==> src/bwd_regs.svh <==
// constants of the board watchdog: port offsets, config registers, fields, timing
// assumes inclusion by bare name from the watchdog design files
`ifndef BWD_REGS_SVH
`define BWD_REGS_SVH
// host-visible port offsets on the plain register port
`define BWD_ADDR_INDEX 8'h2e
`define BWD_ADDR_DATA 8'h2f
`define BWD_ADDR_IRQ_STAT 8'h30
`define BWD_ADDR_IRQ_MASK 8'h31
// index port codes
`define BWD_UNLOCK_CODE 8'h87
`define BWD_LOCK_CODE 8'haa
// configuration register numbers
`define BWD_REG_LDN 8'h07
`define BWD_REG_ACT 8'h30
`define BWD_REG_UNIT 8'hf5
`define BWD_REG_COUNT 8'hf6
`define BWD_REG_CTRL 8'hf7
`define BWD_LDN_WDT 8'h08
// field positions
`define BWD_ACT_EN_BIT 0
`define BWD_UNIT_MIN_BIT 3
`define BWD_CTRL_STAT_BIT 4
`define BWD_CTRL_FORCE_BIT 5
`define BWD_CTRL_KBD_BIT 6
`define BWD_IRQ_TIMEOUT_BIT 0
`define BWD_IRQ_KBD_BIT 1
// reset values
`define BWD_RST_BYTE 8'h00
`define BWD_RST_IRQ 2'h0
// timing
`define BWD_CLK_PERIOD_NS 5
`define BWD_SEC_NS 1000000000
`define BWD_SEC_CYCLES (`BWD_SEC_NS / `BWD_CLK_PERIOD_NS)
`define BWD_SEC_PER_MIN 60
`endif

==> src/bwd_pkg.sv <==
// types shared by the board watchdog design files
// assumes nothing beyond a SystemVerilog compiler
package bwd_pkg;
	typedef logic [7:0] bwd_byte_t;
	typedef logic [1:0] bwd_irq_t;
	typedef enum logic [1:0] {CFG_LOCKED, CFG_HALF, CFG_OPEN} bwd_cfg_state_t;
endpackage

==> src/bwd_sync.sv <==
// two-flop synchroniser for board-level pins
// assumes inputs arrive asynchronously to i_mclk
`timescale 1ns/100ps
module bwd_sync #(
	parameter int W = 2
) (
	input wire logic i_mclk,
	input wire logic i_reset_n,
	input wire logic [W-1:0] i_async,
	output logic [W-1:0] o_sync
);
	logic [W-1:0] meta_reg;

	// first stage feeds only the second stage
	always_ff @(posedge i_mclk or negedge i_reset_n) begin
		if (!i_reset_n) begin
			meta_reg <= '0;
			o_sync <= '0;
		end else begin
			meta_reg <= i_async;
			o_sync <= meta_reg;
		end
	end
endmodule // bwd_sync

==> src/bwd_tick_gen.sv <==
// unit tick generator: one pulse per second or per minute while running
// assumes i_restart realigns the prescaler to a full unit
`timescale 1ns/100ps
`include "bwd_regs.svh"
module bwd_tick_gen #(
	parameter int SEC_CYCLES = `BWD_SEC_CYCLES
) (
	input wire logic i_mclk,
	input wire logic i_reset_n,
	input wire logic i_run,
	input wire logic i_restart,
	input wire logic i_unit_min,
	output logic o_tick
);
	localparam int CW = (SEC_CYCLES > 2) ? $clog2(SEC_CYCLES) : 1;
	logic [CW-1:0] cyc_reg;
	logic [5:0] sec_reg;
	wire sec_end = (cyc_reg == CW'(SEC_CYCLES - 1));
	wire min_end = (sec_reg == 6'(`BWD_SEC_PER_MIN - 1));
	wire unit_end = sec_end && (!i_unit_min || min_end);

	// prescaler counts clock cycles into seconds and seconds into minutes
	always_ff @(posedge i_mclk or negedge i_reset_n) begin
		if (!i_reset_n) begin
			cyc_reg <= '0;
			sec_reg <= 6'h00;
			o_tick <= 1'b0;
		end else if (!i_run || i_restart) begin
			cyc_reg <= '0;
			sec_reg <= 6'h00;
			o_tick <= 1'b0;
		end else begin
			cyc_reg <= sec_end ? '0 : cyc_reg + 1'b1;
			if (sec_end) begin
				sec_reg <= (min_end || !i_unit_min) ? 6'h00 : sec_reg + 6'h01;
			end
			o_tick <= unit_end;
		end
	end
endmodule // bwd_tick_gen

==> src/bwd_watchdog.sv <==
// board watchdog timer behind an index/data port pair with unlock sequence
// assumes a same-clock register master; jumper and keyboard pins are asynchronous
//
// Implementation choices: the address map and the strobed register port.
`timescale 1ns/100ps
`include "bwd_regs.svh"
module bwd_watchdog #(
	parameter int SEC_CYCLES = `BWD_SEC_CYCLES
) (
	input wire logic i_mclk,
	input wire logic i_reset_n,
	input wire bwd_pkg::bwd_byte_t i_addr,
	input wire bwd_pkg::bwd_byte_t i_wdata,
	input wire logic i_wr,
	input wire logic i_rd,
	output bwd_pkg::bwd_byte_t o_rdata,
	input wire logic i_timeout_action_select_jumper,
	input wire logic i_kbd_activity,
	output logic o_irq11_n,
	output logic o_cpu_reset,
	output logic o_irq
);
	import bwd_pkg::*;

	// true for registers that belong to the watchdog logical device
	function automatic logic is_wdt_reg(input bwd_byte_t idx);
		return idx == `BWD_REG_ACT || idx == `BWD_REG_UNIT ||
			idx == `BWD_REG_COUNT || idx == `BWD_REG_CTRL;
	endfunction

	bwd_cfg_state_t cfg_reg, cfg_next;
	bwd_byte_t index_reg;
	bwd_byte_t ldn_reg;
	logic act_en_reg;
	logic unit_min_reg;
	bwd_byte_t count_reg;
	bwd_byte_t cur_reg, cur_next;
	logic kbd_en_reg;
	logic fired_reg, fired_next;
	logic kbd_prev_reg;
	bwd_irq_t irq_stat_reg, irq_mask_reg, irq_stat_next;
	logic [1:0] pins_s;
	logic tick;

	// pin synchronisers: bit 1 jumper, bit 0 keyboard
	bwd_sync #(.W(2)) u_sync (
		.i_mclk(i_mclk),
		.i_reset_n(i_reset_n),
		.i_async({i_timeout_action_select_jumper, i_kbd_activity}),
		.o_sync(pins_s)
	);
	wire jumper_irq = pins_s[1]; // high routes timeout to the interrupt line
	wire kbd_s = pins_s[0];

	// port decode
	wire idx_wr = i_wr && i_addr == `BWD_ADDR_INDEX;
	wire cfg_open = cfg_reg == CFG_OPEN;
	wire wdt_sel = ldn_reg == `BWD_LDN_WDT;
	wire data_wr = i_wr && i_addr == `BWD_ADDR_DATA && cfg_open;
	wire reg_wr = data_wr && (index_reg == `BWD_REG_LDN || (wdt_sel && is_wdt_reg(index_reg)));
	wire act_wr = reg_wr && index_reg == `BWD_REG_ACT;
	wire unit_wr = reg_wr && index_reg == `BWD_REG_UNIT;
	wire count_wr = reg_wr && index_reg == `BWD_REG_COUNT;
	wire ctrl_wr = reg_wr && index_reg == `BWD_REG_CTRL;
	wire force_wr = ctrl_wr && i_wdata[`BWD_CTRL_FORCE_BIT];
	wire stat_wr = i_wr && i_addr == `BWD_ADDR_IRQ_STAT;
	wire mask_wr = i_wr && i_addr == `BWD_ADDR_IRQ_MASK;

	// restart sources and expiry
	wire kbd_rise = kbd_s && !kbd_prev_reg;
	wire kbd_restart = kbd_rise && kbd_en_reg && act_en_reg;
	wire restart = count_wr || kbd_restart;
	wire running = act_en_reg && cur_reg != 8'h00 && !fired_reg;
	wire expire = tick && cur_reg == 8'h01;
	wire fire = act_en_reg && (expire || force_wr);

	// unit tick source
	bwd_tick_gen #(.SEC_CYCLES(SEC_CYCLES)) u_tick (
		.i_mclk(i_mclk),
		.i_reset_n(i_reset_n),
		.i_run(running),
		.i_restart(restart),
		.i_unit_min(unit_min_reg),
		.o_tick(tick)
	);

	// unlock sequence: two unlock codes open, lock code closes
	always_comb begin
		cfg_next = cfg_reg;
		if (idx_wr) begin
			case (cfg_reg)
				CFG_LOCKED: cfg_next = (i_wdata == `BWD_UNLOCK_CODE) ? CFG_HALF : CFG_LOCKED;
				CFG_HALF: cfg_next = (i_wdata == `BWD_UNLOCK_CODE) ? CFG_OPEN : CFG_LOCKED;
				CFG_OPEN: cfg_next = (i_wdata == `BWD_LOCK_CODE) ? CFG_LOCKED : CFG_OPEN;
				default: cfg_next = CFG_LOCKED;
			endcase
		end
	end

	always_ff @(posedge i_mclk or negedge i_reset_n) begin
		if (!i_reset_n) begin
			cfg_reg <= CFG_LOCKED;
			index_reg <= `BWD_RST_BYTE;
		end else begin
			cfg_reg <= cfg_next;
			if (idx_wr && cfg_open && i_wdata != `BWD_LOCK_CODE) begin
				index_reg <= i_wdata;
			end
		end
	end

	// configuration registers
	always_ff @(posedge i_mclk or negedge i_reset_n) begin
		if (!i_reset_n) begin
			ldn_reg <= `BWD_RST_BYTE;
			act_en_reg <= 1'b0;
			unit_min_reg <= 1'b0;
			count_reg <= `BWD_RST_BYTE;
			kbd_en_reg <= 1'b0;
		end else begin
			if (reg_wr && index_reg == `BWD_REG_LDN) begin
				ldn_reg <= i_wdata;
			end
			if (act_wr) begin
				act_en_reg <= i_wdata[`BWD_ACT_EN_BIT];
			end
			if (unit_wr) begin
				unit_min_reg <= i_wdata[`BWD_UNIT_MIN_BIT];
			end
			if (count_wr) begin
				count_reg <= i_wdata;
			end
			if (ctrl_wr) begin
				kbd_en_reg <= i_wdata[`BWD_CTRL_KBD_BIT];
			end
		end
	end

	// countdown and timeout state
	always_comb begin
		cur_next = cur_reg;
		if (count_wr) begin
			cur_next = i_wdata;
		end else if (kbd_restart) begin
			cur_next = count_reg;
		end else if (tick && cur_reg != 8'h00) begin
			cur_next = cur_reg - 8'h01;
		end
		fired_next = fired_reg;
		if (!act_en_reg) begin
			fired_next = 1'b0;
		end else if (fire) begin
			fired_next = 1'b1;
		end else if (restart) begin
			fired_next = 1'b0;
		end
	end

	always_ff @(posedge i_mclk or negedge i_reset_n) begin
		if (!i_reset_n) begin
			cur_reg <= `BWD_RST_BYTE;
			fired_reg <= 1'b0;
			kbd_prev_reg <= 1'b0;
		end else begin
			cur_reg <= cur_next;
			fired_reg <= fired_next;
			kbd_prev_reg <= kbd_s;
		end
	end

	// timeout action routed by the jumper
	always_ff @(posedge i_mclk or negedge i_reset_n) begin
		if (!i_reset_n) begin
			o_irq11_n <= 1'b1;
			o_cpu_reset <= 1'b0;
		end else begin
			o_irq11_n <= !(fired_reg && jumper_irq);
			o_cpu_reset <= fired_reg && !jumper_irq;
		end
	end

	// sticky event bits, set wins over write-one-to-clear
	always_comb begin
		irq_stat_next = irq_stat_reg & ~(stat_wr ? i_wdata[1:0] : 2'h0);
		irq_stat_next[`BWD_IRQ_TIMEOUT_BIT] = irq_stat_next[`BWD_IRQ_TIMEOUT_BIT] | fire;
		irq_stat_next[`BWD_IRQ_KBD_BIT] = irq_stat_next[`BWD_IRQ_KBD_BIT] | kbd_restart;
	end

	always_ff @(posedge i_mclk or negedge i_reset_n) begin
		if (!i_reset_n) begin
			irq_stat_reg <= `BWD_RST_IRQ;
			irq_mask_reg <= `BWD_RST_IRQ;
		end else begin
			irq_stat_reg <= irq_stat_next;
			if (mask_wr) begin
				irq_mask_reg <= i_wdata[1:0];
			end
		end
	end

	assign o_irq = |(irq_stat_reg & irq_mask_reg);

	// read selection; force bit always reads back zero
	wire [7:0] ctrl_val = {1'b0, kbd_en_reg, 1'b0, fired_reg, 4'h0};
	wire [7:0] cfg_val =
		(index_reg == `BWD_REG_LDN) ? ldn_reg :
		!wdt_sel ? 8'h00 :
		(index_reg == `BWD_REG_ACT) ? {7'h00, act_en_reg} :
		(index_reg == `BWD_REG_UNIT) ? {4'h0, unit_min_reg, 3'h0} :
		(index_reg == `BWD_REG_COUNT) ? cur_reg :
		(index_reg == `BWD_REG_CTRL) ? ctrl_val : 8'h00;
	wire [7:0] rd_val =
		(i_addr == `BWD_ADDR_INDEX) ? index_reg :
		(i_addr == `BWD_ADDR_DATA && cfg_open) ? cfg_val :
		(i_addr == `BWD_ADDR_IRQ_STAT) ? {6'h00, irq_stat_reg} :
		(i_addr == `BWD_ADDR_IRQ_MASK) ? {6'h00, irq_mask_reg} : 8'h00;

	always_ff @(posedge i_mclk or negedge i_reset_n) begin
		if (!i_reset_n) begin
			o_rdata <= `BWD_RST_BYTE;
		end else if (i_rd) begin
			o_rdata <= rd_val;
		end
	end
endmodule // bwd_watchdog

==> config.mk <==
export PLATFORM = sky130hd
export DESIGN_NAME = bwd_watchdog
export DESIGN_NICKNAME = d
export VERILOG_FILES = /design/src/bwd_pkg.sv /design/src/bwd_sync.sv /design/src/bwd_tick_gen.sv /design/src/bwd_watchdog.sv
export VERILOG_INCLUDE_DIRS = /design/src
export SDC_FILE = /design/constraint.sdc
export NUM_CORES = 1
export LEC_CHECK = 0
export BUFFER_PORTS_ARGS = -buffer_cell sky130_fd_sc_hd__buf_2
export CORE_ASPECT_RATIO = 1.2
export CORE_MARGIN = 2
export CORE_UTILIZATION = 35
export DETAILED_ROUTE_END_ITERATION = 10
export PLACE_DENSITY_LB_ADDON = 0.12
export SLEW_MARGIN = 0
export SYNTH_ARGS = -nofsm -noshare
export SYNTH_HDL_FRONTEND = slang
export SYNTH_HIERARCHICAL = 1
export SYNTH_SLANG_ARGS = --single-unit
==> constraint.sdc <==
create_clock -name i_mclk -period 2.34 [get_ports i_mclk]
set_input_delay 0.351 -clock i_mclk [delete_from_list [all_inputs] [get_ports i_mclk]]
set_output_delay 0.351 -clock i_mclk [all_outputs]
set_load 0.02 [all_outputs]
==> metrics.csv, run 1 <==
metric,value,unit
status,"complete, no violations",
Worst IR Drop VDD,0.000357,V
Resize count post-CTS,0,
"CTS clk-pin slew, worst paths",0.07,ns
CTS tree,built,
wire length per cell,17.0,um
Main synth FF type,dfrtp_1,
Final ANT Viol Nets,0,
"FFs w/ async S/R, synth",100,%
Ports,33,
CP top delay family,compound AO/OA/AOI/OAI gates,
final setup violation count,0,
Synth Warn #,6,
max-cap violation count,0,
placer congestion estimate,0.834,
Post-Syn Area,4870,um2
"Design Area, Final",5710,um2
Fmax achieved,0.468,GHz
Comb pwr share,3.4,%
initial core utilization,35.5,%
Clock Sinks,92,
source of the critical timing path,cur_reg[2],
"Buf+Inv Stages, Crit Path",1,
fin util,41.7,%
Place WS,-0.0521,ns
global-route usage over all layers,16.8,%
Hold Fails Final Rpt,0,
CP Class,register to register,
fin. max-slew vios,0,
max FFs per register,28,
CP max FO,24,
post-route setup slack,0.202,ns
synthesis-stage register bit count,92,
DP HPWL,8.80,mm
DIE WIDTH,112,um
Seq pwr share,49.6,%
n_diodes,0,
CTS root buf,clkbuf_16,
DRT iter0 DRCs,219,
"Cell Chain, Critical Path",nor2_1 -> a311oi_1 -> nor2b_1 -> o21ai_2 -> buf_12 -> a21oi_1,
Leak Pwr,2.47,nW
FF-to-FF End,u_tick/cyc_reg[20],
"Req. time, crit path",2.61,ns
initial antenna violation count,0,
syn nets,501,
fin crit share,91.4,%
TNS Setup,0,ns
Layout Skew,0.0109,ns
RSZ-0062 raised after global routing,false,
Worst path max stage delay,0.56,ns
"Cell Area, Placed",5380,um2
worst-margin pin slew,0.598,ns
Die Area,14900,um2
pwr dens,566,nW/um2
Num CTS Buffers,9,
vias in the first global route,3732,
Worst Path Arrival,2.41,ns
layout cells sized above 1,21.0,%
Min-Delay Path Class,primary input to register,
CTS H-Tree Depth,3,
Post-synth EDFFs,0,
internal power,2.55,mW
Core Rows,47,
largest net degree at the start of global routing,48,
CP startpoint kind,register,
drt drc,0,
"Distinct cells, synth",72,
Slowest cell on crit path,nor2b_1,
via density per instance,5.45,
Slew headroom,60.1,%
Sw Ratio,21.2,%
synth-to-layout area growth,17.2,%
Post-Route WL,12.0,mm
number of cells on the critical path,6,
"Remaining Overflow, GRT",0,
core area,13700,um2
Port Buffer Count,32,
FF-to-FF Start,cur_reg[2],
first-pass GRT wire length,19.7,mm
Pre-Repair DR Iteration Count,4,
clock tree buffer depth,2,
clock share of power,47.0,%
cells after synthesis,475,
Final nets,555,
worst-skew pair later-pin latency,0.35,ns
DR vias,3839,
R2R Setup Slk,0.20,ns
Reg2Reg Depth,6,
Tmin final,2.14,ns
Net Sw Power,0.684,mW
Worst setup endpoint,u_tick/cyc_reg[20],
Setup crit end kind,register,
die height,133,um
syn avg cell area,10.2,um2
"Seq/Total Area, Yosys",47.3,%
layout by cell type (no fill, tap or decap), types with 9 or more instances in the layout:
cell       count
dfrtp_1       91
nand2_1       56
buf_2         31
buf_4         28
nor2_1        25
inv_1         20
a21oi_1       20
nand3_1       18
nand4_1       13
o21ai_0       13
mux2_1        12
xor2_1        11
nor4_1         9
clkbuf_16      9
worst register-to-register path, delay by kind of cell, from the launching register on:
kind,cells,cell delay [ns]
simple gates,2,0.68
flops,1,0.49
compound gates,3,0.70
buf+inv,1,0.19
logic make-up after synthesis:
logic type	count (synthesis)	share of synthesized area [%]
xor gates and xnor gates	17	3.06
and+or+nand+nor	202	25.1
adders and majority gates	4	1.03
muxes	30	7.38
DFF	92	47.3
buffers and inverters	39	3.93
AOI/OAI and AO/OA	91	12.2
power by group through the flow:
stage	Combinational, mW	Sequential, mW	Clock [mW]
floorplan	0.0273	1.64	0
global placement	0.112	1.63	0
detailed placement	0.112	1.63	0
CTS	0.113	1.60	1.57
global route	0.122	1.60	1.65
finish	0.109	1.60	1.52
synthesized netlist by cell type, types with 5 or more instances:
library cell | number | share of area (%)
dfrtp_1 | 91 | 47
nand2_1 | 56 | 4.3
nor2_1 | 25 | 1.9
a21oi_1 | 20 | 2.1
inv_1 | 20 | 1.5
nand3_1 | 18 | 1.9
nand4_1 | 13 | 1.7
o21ai_0 | 13 | 1.3
mux2_1 | 12 | 2.8
xor2_1 | 11 | 2.0
clkbuf_1 | 9 | 0.69
nor4_1 | 9 | 1.2
o21ai_1 | 9 | 0.93
o31ai_1 | 8 | 1.2
or3_1 | 8 | 1.0
or4_1 | 8 | 1.2
a211oi_1 | 7 | 1.1
and3_1 | 7 | 0.90
mux2_2 | 7 | 1.6
mux2_4 | 7 | 2.2
nand2b_1 | 6 | 0.77
xnor2_1 | 6 | 1.1
and4_1 | 5 | 0.90
nor3_1 | 5 | 0.51
through the flow:
stage               cells  hold WS, ns  power, mW
floorplan             475       0.0554       1.66
global placement      688        0.274       1.75
detailed placement    688        0.277       1.75
CTS                   705       0.0963       3.29
global route          705        0.100       3.37
finish                705        0.111       3.23
how the worst min path moves through the flow:
stage | startpoint | end | slack [ns] | cells after the start
final | i_kbd_activity | u_sync/meta_reg[0] | 0.11 | 1
after global routing | i_kbd_activity | u_sync/meta_reg[0] | 0.1 | 1
after CTS | i_kbd_activity | u_sync/meta_reg[0] | 0.1 | 1
after detailed placement | i_reset_n | irq_stat_reg[1] | 0.28 | 1
after global placement | i_reset_n | irq_stat_reg[0] | 0.27 | 1
after floorplan | i_reset_n | act_en_reg | 0.06 | 0
layout make-up:
| class | instances | area [um2] |
|---|---|---|
| well taps | 171 | 214 |
| multi-input cells | 344 | 2390 |
| repair buffers | 62 | 415 |
| fillers | 1356 | 7990 |
| clock inverters | 3 | 43.8 |
| inverters | 20 | 75.1 |
| flip-flops and latches | 92 | 2300 |
| clock buffers | 13 | 270 |
metal layers:
layer	share of wire [%]	GRT usage [%]	wire length, um	vias to the layer above
met5	0	0	0	-
met3	2.8	2.46	337	16
met4	2.1	7.82	251	0
met1	46	21.8	5540	1884
met2	49	27.8	5880	66
li1	-	-	-	1873
repair_timing:
item / 4_1_cts / 5_1_grt
hold buffers: 1 / 0
setup buffers: 0 / 0
endpoints found under the hold margin: 22 / 0
Note: power is estimated with default switching activity, not from simulation.
==> run 2: changes to the inputs <==
--- a/config.mk
+++ b/config.mk
@@ -7,6 +7,8 @@
 export NUM_CORES = 1
 export LEC_CHECK = 0
 export BUFFER_PORTS_ARGS = -buffer_cell sky130_fd_sc_hd__buf_2
+export CELL_PAD_IN_SITES_DETAIL_PLACEMENT = 0
+export CELL_PAD_IN_SITES_GLOBAL_PLACEMENT = 2
 export CORE_ASPECT_RATIO = 1.2
 export CORE_MARGIN = 2
 export CORE_UTILIZATION = 35
==> metrics.csv, run 2 (synthesis gave the netlist of run 1 again) <==
metric,value,unit,change
wire length per cell,18.2,um,+7.0%
Fmax achieved,0.482,GHz,+3.1%
most frequent cells in the layout,"dfrtp_1 (91), nand2_1 (56), buf_2 (31)",,
DIE WIDTH,112,um,unchanged
post-CTS setup buffer count,0,,unchanged
Reg2Reg Depth,8,,+2
Final nets,553,,-0.36%
CP Class,register to register,,
"CTS clk-pin slew, worst paths",0.07,ns,about the same
n_diodes,0,,unchanged
Die Area,14900,um2,unchanged
R2R Setup Slk,0.27,ns,+0.06 ns
core area,13700,um2,unchanged
Setup crit end kind,register,,
fin. max-slew vios,0,,unchanged
post-route setup slack,0.266,ns,+0.0647 ns
Resize count post-CTS,0,,unchanged
most used routing layer,met2,,
Slew headroom,64.5,%,+4.4 points
CTS root buf,clkbuf_16,,
placer congestion estimate,0.809,,-3.0%
worst-skew pair later-pin latency,0.35,ns,about the same
Min-Delay Path Class,primary input to asynchronous set/reset pin,,
initial core utilization,35.5,%,unchanged
Ports,33,,unchanged
Leak Pwr,2.43,nW,-1.6%
met3 Use GR,2.32,%,-0.14 points
CTS Hold Bufs,0,,-1
synth-to-layout area growth,16.3,%,
Clock Sinks,92,,unchanged
max-cap violation count,0,,unchanged
post-route insts no fill,703,,-0.28%
final setup violation count,0,,unchanged
"Cell Area, Placed",5380,um2,-0.14%
layout cells sized above 1,21.1,%,+0.079 points
CP max FO,7,,-71%
grt met1 use,21.5,%,-0.38 points
DR vias,3779,,-1.6%
Tmin final,2.07,ns,-0.0647 ns
worst-margin pin slew,0.529,ns,-0.0691 ns
placed cell count,687,,-0.15%
Worst IR Drop VDD,0.000236,V,-34%
"commonest non-fill, non-tap cell in the layout",dfrtp_1,,
initial antenna violation count,0,,unchanged
"Design Area, Final",5660,um2,-0.83%
fin crit share,88.6,%,-2.8 points
CTS H-Tree Depth,3,,unchanged
max FFs per register,28,,unchanged
Core Rows,47,,unchanged
Layout Skew,0.00837,ns,-0.00250 ns
FF-to-FF End,u_tick/cyc_reg[26],,
via density per instance,5.38,,-1.3%
global-route usage over all layers,18.1,%,+1.3 points
Place WS,0.0699,ns,+0.122 ns
clock tree buffer depth,2,,unchanged
Port Buffer Count,32,,unchanged
die height,133,um,unchanged
pwr dens,555,nW/um2,-1.9%
RSZ-0062 raised after global routing,false,,
drt drc,0,,unchanged
Worst Path Arrival,2.30,ns,-0.11 ns
Final ANT Viol Nets,0,,unchanged
DP HPWL,9.30,mm,+5.7%
first-pass GRT wire length,21.3,mm,+7.7%
"Req. time, crit path",2.57,ns,-0.04 ns
met2 Use GR,33.1,%,+5.3 points
"Remaining Overflow, GRT",0,,unchanged
CTS tree,built,,
CP startpoint kind,register,,
TNS Setup,0,ns,unchanged
DRT iter0 DRCs,135,,-38%
Pre-Repair DR Iteration Count,6,,+2
Post-Route WL,12.8,mm,+6.7%
FF-to-FF Start,index_reg[3],,
vias in the first global route,3954,,+5.9%
Hold Fails Final Rpt,0,,unchanged
"Power, Total",3.14,mW,-2.7%
Num CTS Buffers,9,,unchanged
largest net degree at the start of global routing,93,,+94%
status,"complete, no violations",,
==> run 2: changes by cell type in the layout (fill, tap and decap cells not counted), sizes merged <==
cell         previous run  this run
clkbuf                 13         9
dlygate4sd3             1         0
clkinv                  2         1
clkinvlp                0         4
buf                    61        60
bufinv                  1         0
inv                    20        22
==> run 2: how the worst max path moves through the flow <==
stage                      startpoint                  to  slack (ns)
floorplan                   i_addr[7]  u_tick/cyc_reg[23]       -0.01
global placement            i_addr[7]        index_reg[7]        0.09
detailed placement          i_addr[7]        index_reg[2]        0.07
CTS                 u_tick/cyc_reg[0]   u_tick/sec_reg[1]        0.25
global route             index_reg[7]   u_tick/sec_reg[4]        0.05
finish                   index_reg[3]  u_tick/cyc_reg[26]        0.27
==> run 2: routing by layer <==
layer	share of wire (%)	up-vias
met1	43	1838
met5	0	-
met2	52	56
li1	-	1865
met3	2.4	20
met4	2.5	0
==> run 2: layout make-up <==
cell class / count / area, um2
Tap cell: 171 / 214
Multi-Input combinational cell: 344 / 2390
Sequential cell: 92 / 2300
Clock buffer: 9 / 225
Timing Repair Buffer: 60 / 398
Clock inverter: 7 / 58.8
Fill cell: 1337 / 8040
Inverter: 20 / 75.1
==> run 2: worst max-delay path, cell delays in order (launching register included) <==
cell	delay [ns]
dfrtp_1	0.42
nand4b_1	0.27
nor4_1	0.39
o211ai_1	0.22
nand2_1	0.14
nand2b_1	0.29
nor2_1	0.07
nand4_1	0.09
o22ai_1	0.08
==> run 2: power breakdown <==
part	internal [mW]	total, mW	switching, mW
clock	0.734	1.43	0.695
sequential	1.60	1.60	0.00495
combinational	0.0336	0.112	0.0781
total	2.37	3.14	0.778
==> run 2: metrics by stage <==
stage | util [%] | hold slack (ns)
after detailed placement | 39.2 | 0.335
after floorplan | - | 0.0554
after global routing | 41.3 | 0.0824
final | 41.3 | 0.0206
after global placement | 39.2 | 0.334
after CTS | 41.3 | 0.0759
